### config.mk
export PLATFORM = sky130hd
export DESIGN_NAME = gio_port
export DESIGN_NICKNAME = d
export VERILOG_FILES = /design/src/verilog/gio_pkg.sv /design/src/verilog/gio_pin_sync.sv /design/src/verilog/gio_port.sv
export VERILOG_INCLUDE_DIRS = /design/src /design/src/verilog
export SDC_FILE = /design/constraint.sdc
export NUM_CORES = 1
export LEC_CHECK = 0
export ABC_AREA = 0
export BUFFER_PORTS_ARGS = -buffer_cell sky130_fd_sc_hd__clkbuf_2
export CAP_MARGIN = 10
export CORE_MARGIN = 5
export CORE_UTILIZATION = 60
export CTS_CLUSTER_DIAMETER = 40
export DETAILED_ROUTE_END_ITERATION = 16
export PLACE_DENSITY = 0.93
export SLEW_MARGIN = 10
export SYNTH_ARGS = -nofsm -noshare
export SYNTH_HDL_FRONTEND = slang
export SYNTH_SLANG_ARGS = --single-unit
### constraint.sdc
create_clock -name clk_i -period 2.8 [get_ports clk_i]
set_clock_uncertainty 0.2 [all_clocks]
set_input_delay 0.7 -clock clk_i [delete_from_list [all_inputs] [get_ports clk_i]]
set_output_delay 0.7 -clock clk_i [all_outputs]
set_load 0.05 [all_outputs]
### src/verilog/gio_regs.svh
// gio_regs.svh: register indices and reset values of the pin port
// assumes: included by bare name from the package and the port module
`ifndef GIO_REGS_SVH
`define GIO_REGS_SVH

`define GIO_IDX_LEVEL      3'h0
`define GIO_IDX_INT_EN     3'h1
`define GIO_IDX_THREE_ST   3'h2
`define GIO_IDX_POLARITY   3'h3
`define GIO_IDX_DIR_SEL    3'h4
`define GIO_IDX_PENDING    3'h5

`define GIO_RST_LEVEL      8'h00
`define GIO_RST_INT_EN     8'h00
`define GIO_RST_THREE_ST   8'h00
`define GIO_RST_POLARITY   8'h00
`define GIO_RST_DIR_SEL    8'hFF
`define GIO_RST_PENDING    8'h00

`endif

### src/verilog/gio_pkg.sv
// gio_pkg.sv: types shared by the pin port files
// assumes: gio_regs.svh on the include path
`include "gio_regs.svh"

package gio_pkg;

  typedef logic [2:0] gio_idx_t;

  // one register access from the device's host interface
  typedef struct packed {
    logic     rd;
    logic     wr;
    gio_idx_t idx;
    logic [7:0] wdata;
  } gio_reg_req_t;

  // registered answer to a read
  typedef struct packed {
    logic       valid;
    logic [7:0] rdata;
  } gio_reg_rsp_t;

endpackage : gio_pkg

### src/verilog/gio_pin_sync.sv
// gio_pin_sync.sv: two-stage synchroniser and edge detect for pin inputs
// assumes: pins are asynchronous to clk_i; one clock, async low reset
`timescale 1ns/1ps
`default_nettype none

module gio_pin_sync #(
  parameter int WIDTH = 8
) (
  input  wire logic             clk_i,
  input  wire logic             rst_n_i,
  input  wire logic [WIDTH-1:0] pin_i,
  output logic      [WIDTH-1:0] level_o,
  output logic      [WIDTH-1:0] rise_o,
  output logic      [WIDTH-1:0] fall_o
);

  logic [WIDTH-1:0] meta_q;
  logic [WIDTH-1:0] sync_q;
  logic [WIDTH-1:0] prev_q;

  // meta_q is read only by sync_q
  always_ff @(posedge clk_i or negedge rst_n_i)
  begin
    if (!rst_n_i)
    begin
      meta_q <= '0;
      sync_q <= '0;
      prev_q <= '0;
    end
    else
    begin
      meta_q <= pin_i;
      sync_q <= meta_q;
      prev_q <= sync_q;
    end
  end

  assign level_o = sync_q;
  assign rise_o  = sync_q & ~prev_q;
  assign fall_o  = ~sync_q & prev_q;

endmodule : gio_pin_sync

`default_nettype wire

### src/verilog/gio_port.sv
// gio_port.sv: general-purpose pin port with per-pin edge interrupts
// assumes: register access port driven by host logic on clk_i; pins are
// external and asynchronous; the pad combines out/oe into the wire level
`timescale 1ns/1ps
`default_nettype none
`include "gio_regs.svh"

module gio_port #(
  parameter int NPINS = 8
) (
  input  wire logic                 clk_i,
  input  wire logic                 rst_n_i,
  input  wire gio_pkg::gio_reg_req_t req_i,
  output gio_pkg::gio_reg_rsp_t     rsp_o,
  input  wire logic [NPINS-1:0]     pin_i,
  output logic      [NPINS-1:0]     pin_o,
  output logic      [NPINS-1:0]     pin_oe_o,
  output logic                      irq_n_o
);

  if (NPINS < 1 || NPINS > 8)
  begin : g_bad_width
    $error("gio_port: NPINS must lie between 1 and 8");
  end

  logic [NPINS-1:0] level_q;
  logic [NPINS-1:0] int_en_q;
  logic [NPINS-1:0] three_st_q;
  logic [NPINS-1:0] polarity_q;
  logic [NPINS-1:0] dir_sel_q;
  logic [NPINS-1:0] pending_q;
  logic [NPINS-1:0] pending_d;
  logic             rsp_valid_q;
  logic [7:0]       rsp_data_q;
  logic             irq_n_q;
  logic [NPINS-1:0] pin_out_q;
  logic [NPINS-1:0] pin_oe_q;

  logic [NPINS-1:0] pin_lvl;
  logic [NPINS-1:0] pin_rise;
  logic [NPINS-1:0] pin_fall;
  logic [NPINS-1:0] pin_event;
  logic [NPINS-1:0] clr_mask;
  logic [NPINS-1:0] level_rd;
  logic [7:0]       rd_mux;

  gio_pin_sync #(
    .WIDTH (NPINS)
  ) u_sync (
    .clk_i   (clk_i),
    .rst_n_i (rst_n_i),
    .pin_i   (pin_i),
    .level_o (pin_lvl),
    .rise_o  (pin_rise),
    .fall_o  (pin_fall)
  );

  // write strobe decode for one register index
  function automatic logic wr_hit(input gio_pkg::gio_reg_req_t r,
                                  input gio_pkg::gio_idx_t     idx);
    wr_hit = r.wr && (r.idx == idx);
  endfunction : wr_hit

  // narrow the 8-bit write data to the pin count
  function automatic logic [NPINS-1:0] wbits(input logic [7:0] d);
    wbits = d[NPINS-1:0];
  endfunction : wbits

  // widen pin-count data to the 8-bit read bus, upper bits zero
  function automatic logic [7:0] rbits(input logic [NPINS-1:0] d);
    logic [7:0] r;
    r = 8'h00;
    r[NPINS-1:0] = d;
    rbits = r;
  endfunction : rbits

  // output level register
  always_ff @(posedge clk_i or negedge rst_n_i)
  begin
    if (!rst_n_i)
      level_q <= NPINS'(`GIO_RST_LEVEL);
    else if (wr_hit(req_i, `GIO_IDX_LEVEL))
      level_q <= wbits(req_i.wdata);
  end

  always_ff @(posedge clk_i or negedge rst_n_i)
  begin
    if (!rst_n_i)
      int_en_q <= NPINS'(`GIO_RST_INT_EN);
    else if (wr_hit(req_i, `GIO_IDX_INT_EN))
      int_en_q <= wbits(req_i.wdata);
  end

  always_ff @(posedge clk_i or negedge rst_n_i)
  begin
    if (!rst_n_i)
      three_st_q <= NPINS'(`GIO_RST_THREE_ST);
    else if (wr_hit(req_i, `GIO_IDX_THREE_ST))
      three_st_q <= wbits(req_i.wdata);
  end

  always_ff @(posedge clk_i or negedge rst_n_i)
  begin
    if (!rst_n_i)
      polarity_q <= NPINS'(`GIO_RST_POLARITY);
    else if (wr_hit(req_i, `GIO_IDX_POLARITY))
      polarity_q <= wbits(req_i.wdata);
  end

  always_ff @(posedge clk_i or negedge rst_n_i)
  begin
    if (!rst_n_i)
      dir_sel_q <= NPINS'(`GIO_RST_DIR_SEL);
    else if (wr_hit(req_i, `GIO_IDX_DIR_SEL))
      dir_sel_q <= wbits(req_i.wdata);
  end

  // pad drive: registered so the pins change one cycle after a write,
  // and so an input pin never glitches while the registers settle
  always_ff @(posedge clk_i or negedge rst_n_i)
  begin
    if (!rst_n_i)
      pin_out_q <= '0;
    else
      pin_out_q <= level_q;
  end

  always_ff @(posedge clk_i or negedge rst_n_i)
  begin
    if (!rst_n_i)
      pin_oe_q <= '0;
    else
      pin_oe_q <= ~dir_sel_q & ~three_st_q;
  end

  // per-pin event: chosen edge on an enabled input pin
  genvar g;
  for (g = 0; g < NPINS; g++)
  begin : g_event
    assign pin_event[g] = dir_sel_q[g] && int_en_q[g] &&
                          (polarity_q[g] ? pin_fall[g]
                                         : pin_rise[g]);
  end

  // level read: output pins report their wire state too, inverted where polarity_q is set
  for (g = 0; g < NPINS; g++)
  begin : g_level_rd
    assign level_rd[g] = polarity_q[g] ? ~pin_lvl[g]
                                       : pin_lvl[g];
  end

  // write-one-to-clear; a new event in the same cycle keeps its bit
  assign clr_mask = wr_hit(req_i, `GIO_IDX_PENDING) ?
                    wbits(req_i.wdata) : '0;

  always_comb
  begin
    pending_d = (pending_q & ~clr_mask) | pin_event;
    // a pin whose enable or direction is dropped can no longer interrupt
    pending_d = pending_d & int_en_q & dir_sel_q;
  end

  always_ff @(posedge clk_i or negedge rst_n_i)
  begin
    if (!rst_n_i)
      pending_q <= NPINS'(`GIO_RST_PENDING);
    else
      pending_q <= pending_d;
  end

  always_ff @(posedge clk_i or negedge rst_n_i)
  begin
    if (!rst_n_i)
      irq_n_q <= 1'b1;
    else
      irq_n_q <= ~(|pending_d);
  end

  // read mux; unmapped indices read as zero
  always_comb
  begin
    unique case (req_i.idx)
      `GIO_IDX_LEVEL:    rd_mux = rbits(level_rd);
      `GIO_IDX_INT_EN:   rd_mux = rbits(int_en_q);
      `GIO_IDX_THREE_ST: rd_mux = rbits(three_st_q);
      `GIO_IDX_POLARITY: rd_mux = rbits(polarity_q);
      `GIO_IDX_DIR_SEL:  rd_mux = rbits(dir_sel_q);
      `GIO_IDX_PENDING:  rd_mux = rbits(pending_q);
      default:           rd_mux = 8'h00;
    endcase
  end

  // answer valid for exactly one cycle after a read
  always_ff @(posedge clk_i or negedge rst_n_i)
  begin
    if (!rst_n_i)
      rsp_valid_q <= 1'b0;
    else
      rsp_valid_q <= req_i.rd;
  end

  // read data holds until the next read answer
  always_ff @(posedge clk_i or negedge rst_n_i)
  begin
    if (!rst_n_i)
      rsp_data_q <= 8'h00;
    else if (req_i.rd)
      rsp_data_q <= rd_mux;
  end

  assign rsp_o    = '{valid: rsp_valid_q, rdata: rsp_data_q};
  assign pin_o    = pin_out_q;
  assign pin_oe_o = pin_oe_q;
  assign irq_n_o  = irq_n_q;

endmodule : gio_port

`default_nettype wire

==> Word level (Yosys, flattened, before mapping) <==
Cells that the tools add are included.
{ "classes": {"add_sub_neg": 0, "multipliers": 0, "n_div": 0, "order_cmp": 0, "eq_ne": 5, "shift": 0, "n_mux": 18, "bitwise_logic": 21, "n_reduce_logical": 24} }
{ "op_table": {"columns": ["cell", "n"], "rows": [
  ["$and 8x8->8", 6],
  ["$pmux 8 s6", 1],
  ["$not 8->8", 5],
  ["$logic_and 1x1->1", 22],
  ["$mux 1", 16],
  ["$not 1->1", 9],
  ["$mux 8", 1],
  ["$or 8x8->8", 1],
  ["$reduce_or 8->1", 1],
  ["$eq 3x2->1 const B", 2],
  ["$eq 3x3->1 const B", 2],
  ["$eq 3x1->1 const B", 1],
  ["$logic_not 3->1", 1]
]} }
{ "totals": {"reg_bits": 98, "latchBits": 0, "ram_bits": 0, "mem_bits_ro": 0, "output_inout_bits": 26, "elab_cells": 82, "mem_count": 0} }

==> Logic depth before layout (Yosys ltp) <==
{ "logic_depth": {"ltp_word": 10, "depth_mapped": 7} }

==> By module <==
Synthesis repeated with hierarchy kept, for this count alone.
{ "hier_totals": {"cells_unflattened": 294, "area_unflattened_um2": 4111.4} }
{ "modules_own_cells": {"columns": ["module", "n_inst", "cells_per_inst", "area_each_um2"], "rows": [
  ["gio_port", 1, 254, 3370.7],
  ["gio_pin_sync", 1, 40, 740.7]
]} }

==> Worst setup path before layout <==
No wires, ideal clock.
{ "synth_timing": {"kind": "input to register", "startpoint": "input port req_i[10] (netlist bit)", "endpoint": "register level_q[0]", "setup_time_ns": 0.125, "t_arrival_ns": 1.794, "required_ns": 2.475, "slack_ns": 0.681, "cell_stages": 4, "path_buffers": 1, "path_cell_list": "buf_4 nor2b_2 nor3b_2 mux2_2"} }
{ "synth_between": {"elab_chain_cells": 2} }
{ "synth_lines": {"columns": ["item", "line_no", "rtl"], "rows": [
  ["start: declaration", "gio_port.sv:13", "input wire gio_pkg::gio_reg_req_t req_i,"],
  ["$logic_not 3->1", "gio_port.sv:61", "wr_hit = r.wr && (r.idx == idx);"],
  ["$logic_and 1x1->1", "gio_port.sv:61", null],
  ["end signal: assignment", "gio_port.sv:81", "level_q <= NPINS'(`GIO_RST_LEVEL);"],
  ["end signal: assignment", "gio_port.sv:83", "level_q <= wbits(req_i.wdata);"],
  ["end: declaration", "gio_port.sv:26", "logic [NPINS-1:0] level_q;"]
]} }
No other way between the ends.
A chain may end at the register's enable or synchronous reset.

==> Final worst setup path <==
{ "layout_timing": {"startpoint": "input port req_i[9] (netlist bit)", "endpoint": "register irq_n_q (netlist: irq_n_o)"} }
{ "layout_between": {"elab_chain_cells": 10} }
{ "layout_lines": {"columns": ["item", "line_no", "rtl"], "rows": [
  ["$eq 3x3->1", "gio_port.sv:61", null],
  ["$logic_and 1x1->1", "gio_port.sv:61", null],
  ["$mux 8", "gio_port.sv:153", "assign clr_mask = wr_hit(req_i, `GIO_IDX_PENDING) ?"],
  ["$not 8->8", "gio_port.sv:158", "pending_d = (pending_q & ~clr_mask) | pin_event;"],
  ["$and 8x8->8", "gio_port.sv:158", null],
  ["$or 8x8->8", "gio_port.sv:158", null],
  ["$and 8x8->8 (2 in a row)", "gio_port.sv:160", "pending_d = pending_d & int_en_q & dir_sel_q;"],
  ["$reduce_or 8->1", "gio_port.sv:176", "irq_n_q <= ~(|pending_d);"],
  ["$not 1->1", "gio_port.sv:176", null],
  ["end signal: assignment", "gio_port.sv:176", null],
  ["end: declaration", "gio_port.sv:35", "logic irq_n_q;"]
]} }
No other way between the ends.

==> results.md <==
* Status: complete, no violations
* Adder-cell area share of the yosys netlist at 0
* Max_slew headroom at 0.630
* Hold_buf cts at 0
* I/O pins at 49
* Setup TNS Final at 0 ps
* Fin crit period at 2140 ps
* Final wirelength at 8.12 mm
* Leakage at 0.00203 uW
* H-tree levels at 3
* Yosys reg bits at 98
* Mean post-synth cell area at 13.4 um2
* CTS tree: built
* Post_cts resized at 0
* Crit. End Element: flop
* Clock Latency Late Sink at 370 ps
* First-pass GRT wire length at 13.7 mm
* Layout Nets at 373
* Total power at 3600 uW
* CTS Buffer Depth at 2
* Number of max-cap violations at 0
* Post-synthesis compound-gate area fraction at 0.0922
* Primary FF master, synth: dfrtp_1
* Port bufs at 48
* Die Area at 8260 um2
* Cells after synthesis at 292
* Clk slew on worst S/H paths at 100 ps
* Required @ worst endpoint at 2890 ps
* Via count at 2603
* Worst hold path type: primary input to asynchronous set/reset pin
* Kind of start point of the critical path: primary input
* Area contributors post-synth: dfrtp_1 (57%), mux2_2 (14%), dfstp_2 (6.0%), nand2_1 (2.1%), nor2_1 (1.8%)
* Async SR Flop Fraction at 1.00
* Sequential share of the synthesized area at 0.628
* PwrDens at 802 nW/um2
* Vias in the first global route at 2703
* Reg2Reg Depth at 4
* Share of the synthesized area in the top cell type at 0.568
* Worst R2R Start: u_sync.level_o[2]
* Antenna diodes at 0
* CP Data Arrival Time at 2230 ps
* Post-synthesis cell area at 3920 um2
* Commonest cells post-synth: dfrtp_1 (89), mux2_2 (48), nand2_1 (22), nor2_1 (19), a21oi_1 (13)
* Initial antenna violation count at 0
* Pin count of the biggest net entering global routing at 44
* Postcts setup bufs at 0
* Residual DRC at 0
* Area leader, netlist: dfrtp_1
* Unrepaired setup endpoints after global routing: false
* CP Max Fanout at 8
* Worst vdd ir at 0.501 mV
* Post-synth EDFFs at 0
* Critical path type: primary input to flop
* Total Routing Usage GR at 0.211
* Final HPWL DP at 5.51 mm
* Final max-slew violation count at 0
* Clock tree root driver cell: clkbuf_8
* Reg-to-Reg End: rsp_data_q[2]
* Vias/cell at 6.03
* Count of warnings emitted by yosys at 0
* CP Capture Point: irq_n_o
* Clk sinks at 98
* Most common cell in the netlist: dfrtp_1
* Setup slack after layout at 664 ps
* Final worst-path cycle share at 0.763
* Final setup fails at 0
* Fmax at 468 MHz
* Fraction of layout cells with a size suffix above 1 at 0.394
* Total gr overflow at 0
* Final antenna-violating net count at 0
* Syn Nets at 315
* Die W at 90.9 um
* Xor/xnor cell area share of the yosys netlist at 0.0156
* DRT Pass-1 Iters at 5
* # rows at 29
* CP Launch Point: req_i[9]
* Core ar. at 6350 um2
* Initial Util at 0.618
* Mux share of post-synthesis cell area at 0.157
* Area added between synthesis and finish at 14.6%
* Largest family of logic cells by synthesized area: multiplexers
* Library cells used by synthesis at 41
* Post-Place Setup Slack at 333 ps
* Final Wtd Congestion at 0.840
* Starting DRT DRC Count at 211
* Simple-gate area share of the yosys netlist at 0.0896
* Final Hold Violating Endpoints at 0
* Routed wire per std cell at 18.8 um
* Worst Max-Slew Pin Slew at 555 ps
* Num CTS Buffers at 9
* DIE HEIGHT at 90.9 um
* R2r setup slk at 1110 ps
layout make-up:
class | instances | area [um2]
clock buffer | 11 | 141
fill | 391 | 1850
timing repair buffer | 59 | 338
multi-input combinational | 181 | 1390
tap | 77 | 96.3
sequential | 98 | 2460
inverter | 1 | 3.75
clock inverter | 5 | 61.3
layout by cell type, fill, tap and decap left out, drive strengths merged, types with 5 or more instances in the layout:
master and count:
dfrtp 89, clkbuf 58, mux2 48, nand2 22
nor2 20, a21oi 13, buf 12, dfstp 9
nor2b 9, o21ai 7, nand2b 5, mux2i 5
o22ai 5, a22oi 5, xnor2 5
critical path, cell delays in order:
cell and delay [ps]:
clkbuf_2 130, and4b_1 500, nand2_1 130, a221oi_2 320, o22ai_1 150, nor4_2 280
kinds of logic after synthesis:
family          count (synthesis)
xor+xnor                        7
buf+inv                        13
simple gates                   69
mux                            54
compound gates                 51
flops                          98
worst min-delay path by stage:
stage,from,end
2_1_floorplan,u_sync.meta_q[0],u_sync.level_o[0]
3_3_place_gp,u_sync.meta_q[3],u_sync.level_o[3]
3_5_place_dp,u_sync.meta_q[0],u_sync.level_o[0]
4_1_cts,rst_n_i,u_sync.level_o[5]
5_1_grt,rst_n_i,pending_q[0]
6_report,rst_n_i,u_sync.level_o[5]
stage by stage:
step / instance area [um2] / utilization / std cells / hold slack, ps
2_1_floorplan: 3920 / - / 292 / 131
3_3_place_gp: 4290 / 0.676 / 416 / 132
3_5_place_dp: 4290 / 0.676 / 416 / 140
4_1_cts: 4500 / 0.708 / 432 / 134
5_1_grt: 4500 / 0.708 / 432 / 149
6_report: 4500 / 0.708 / 432 / 119
registers in the layout, indices dropped and copies added (netlist names):
signal,flops
dir_sel_q,8
rsp_data_q,8
polarity_q,8
pin_o,8
u_sync.prev_q,8
u_sync.meta_q,8
level_q,8
three_st_q,8
u_sync.level_o,8
rsp_valid_q,1
pending_q,8
pin_oe_o,8
int_en_q,8
irq_n_o,1
power breakdown:
part / switching, uW / internal, uW / total [uW] / leakage, uW
clock: 490 / 444 / 934 / 0.000104
combinational: 525 / 301 / 826 / 0.000755
sequential: 171 / 1670 / 1840 / 0.00117
total: 1190 / 2420 / 3600 / 0.00203
per-layer routing:
layer	vias up	global-route usage	routed length, um
li1	1155	-	-
met1	1321	0.274	3300
met2	107	0.335	4090
met3	20	0.0617	524
met4	0	0.0819	204
met5	-	0	0
No activity file was read; power rests on OpenSTA's default activity.
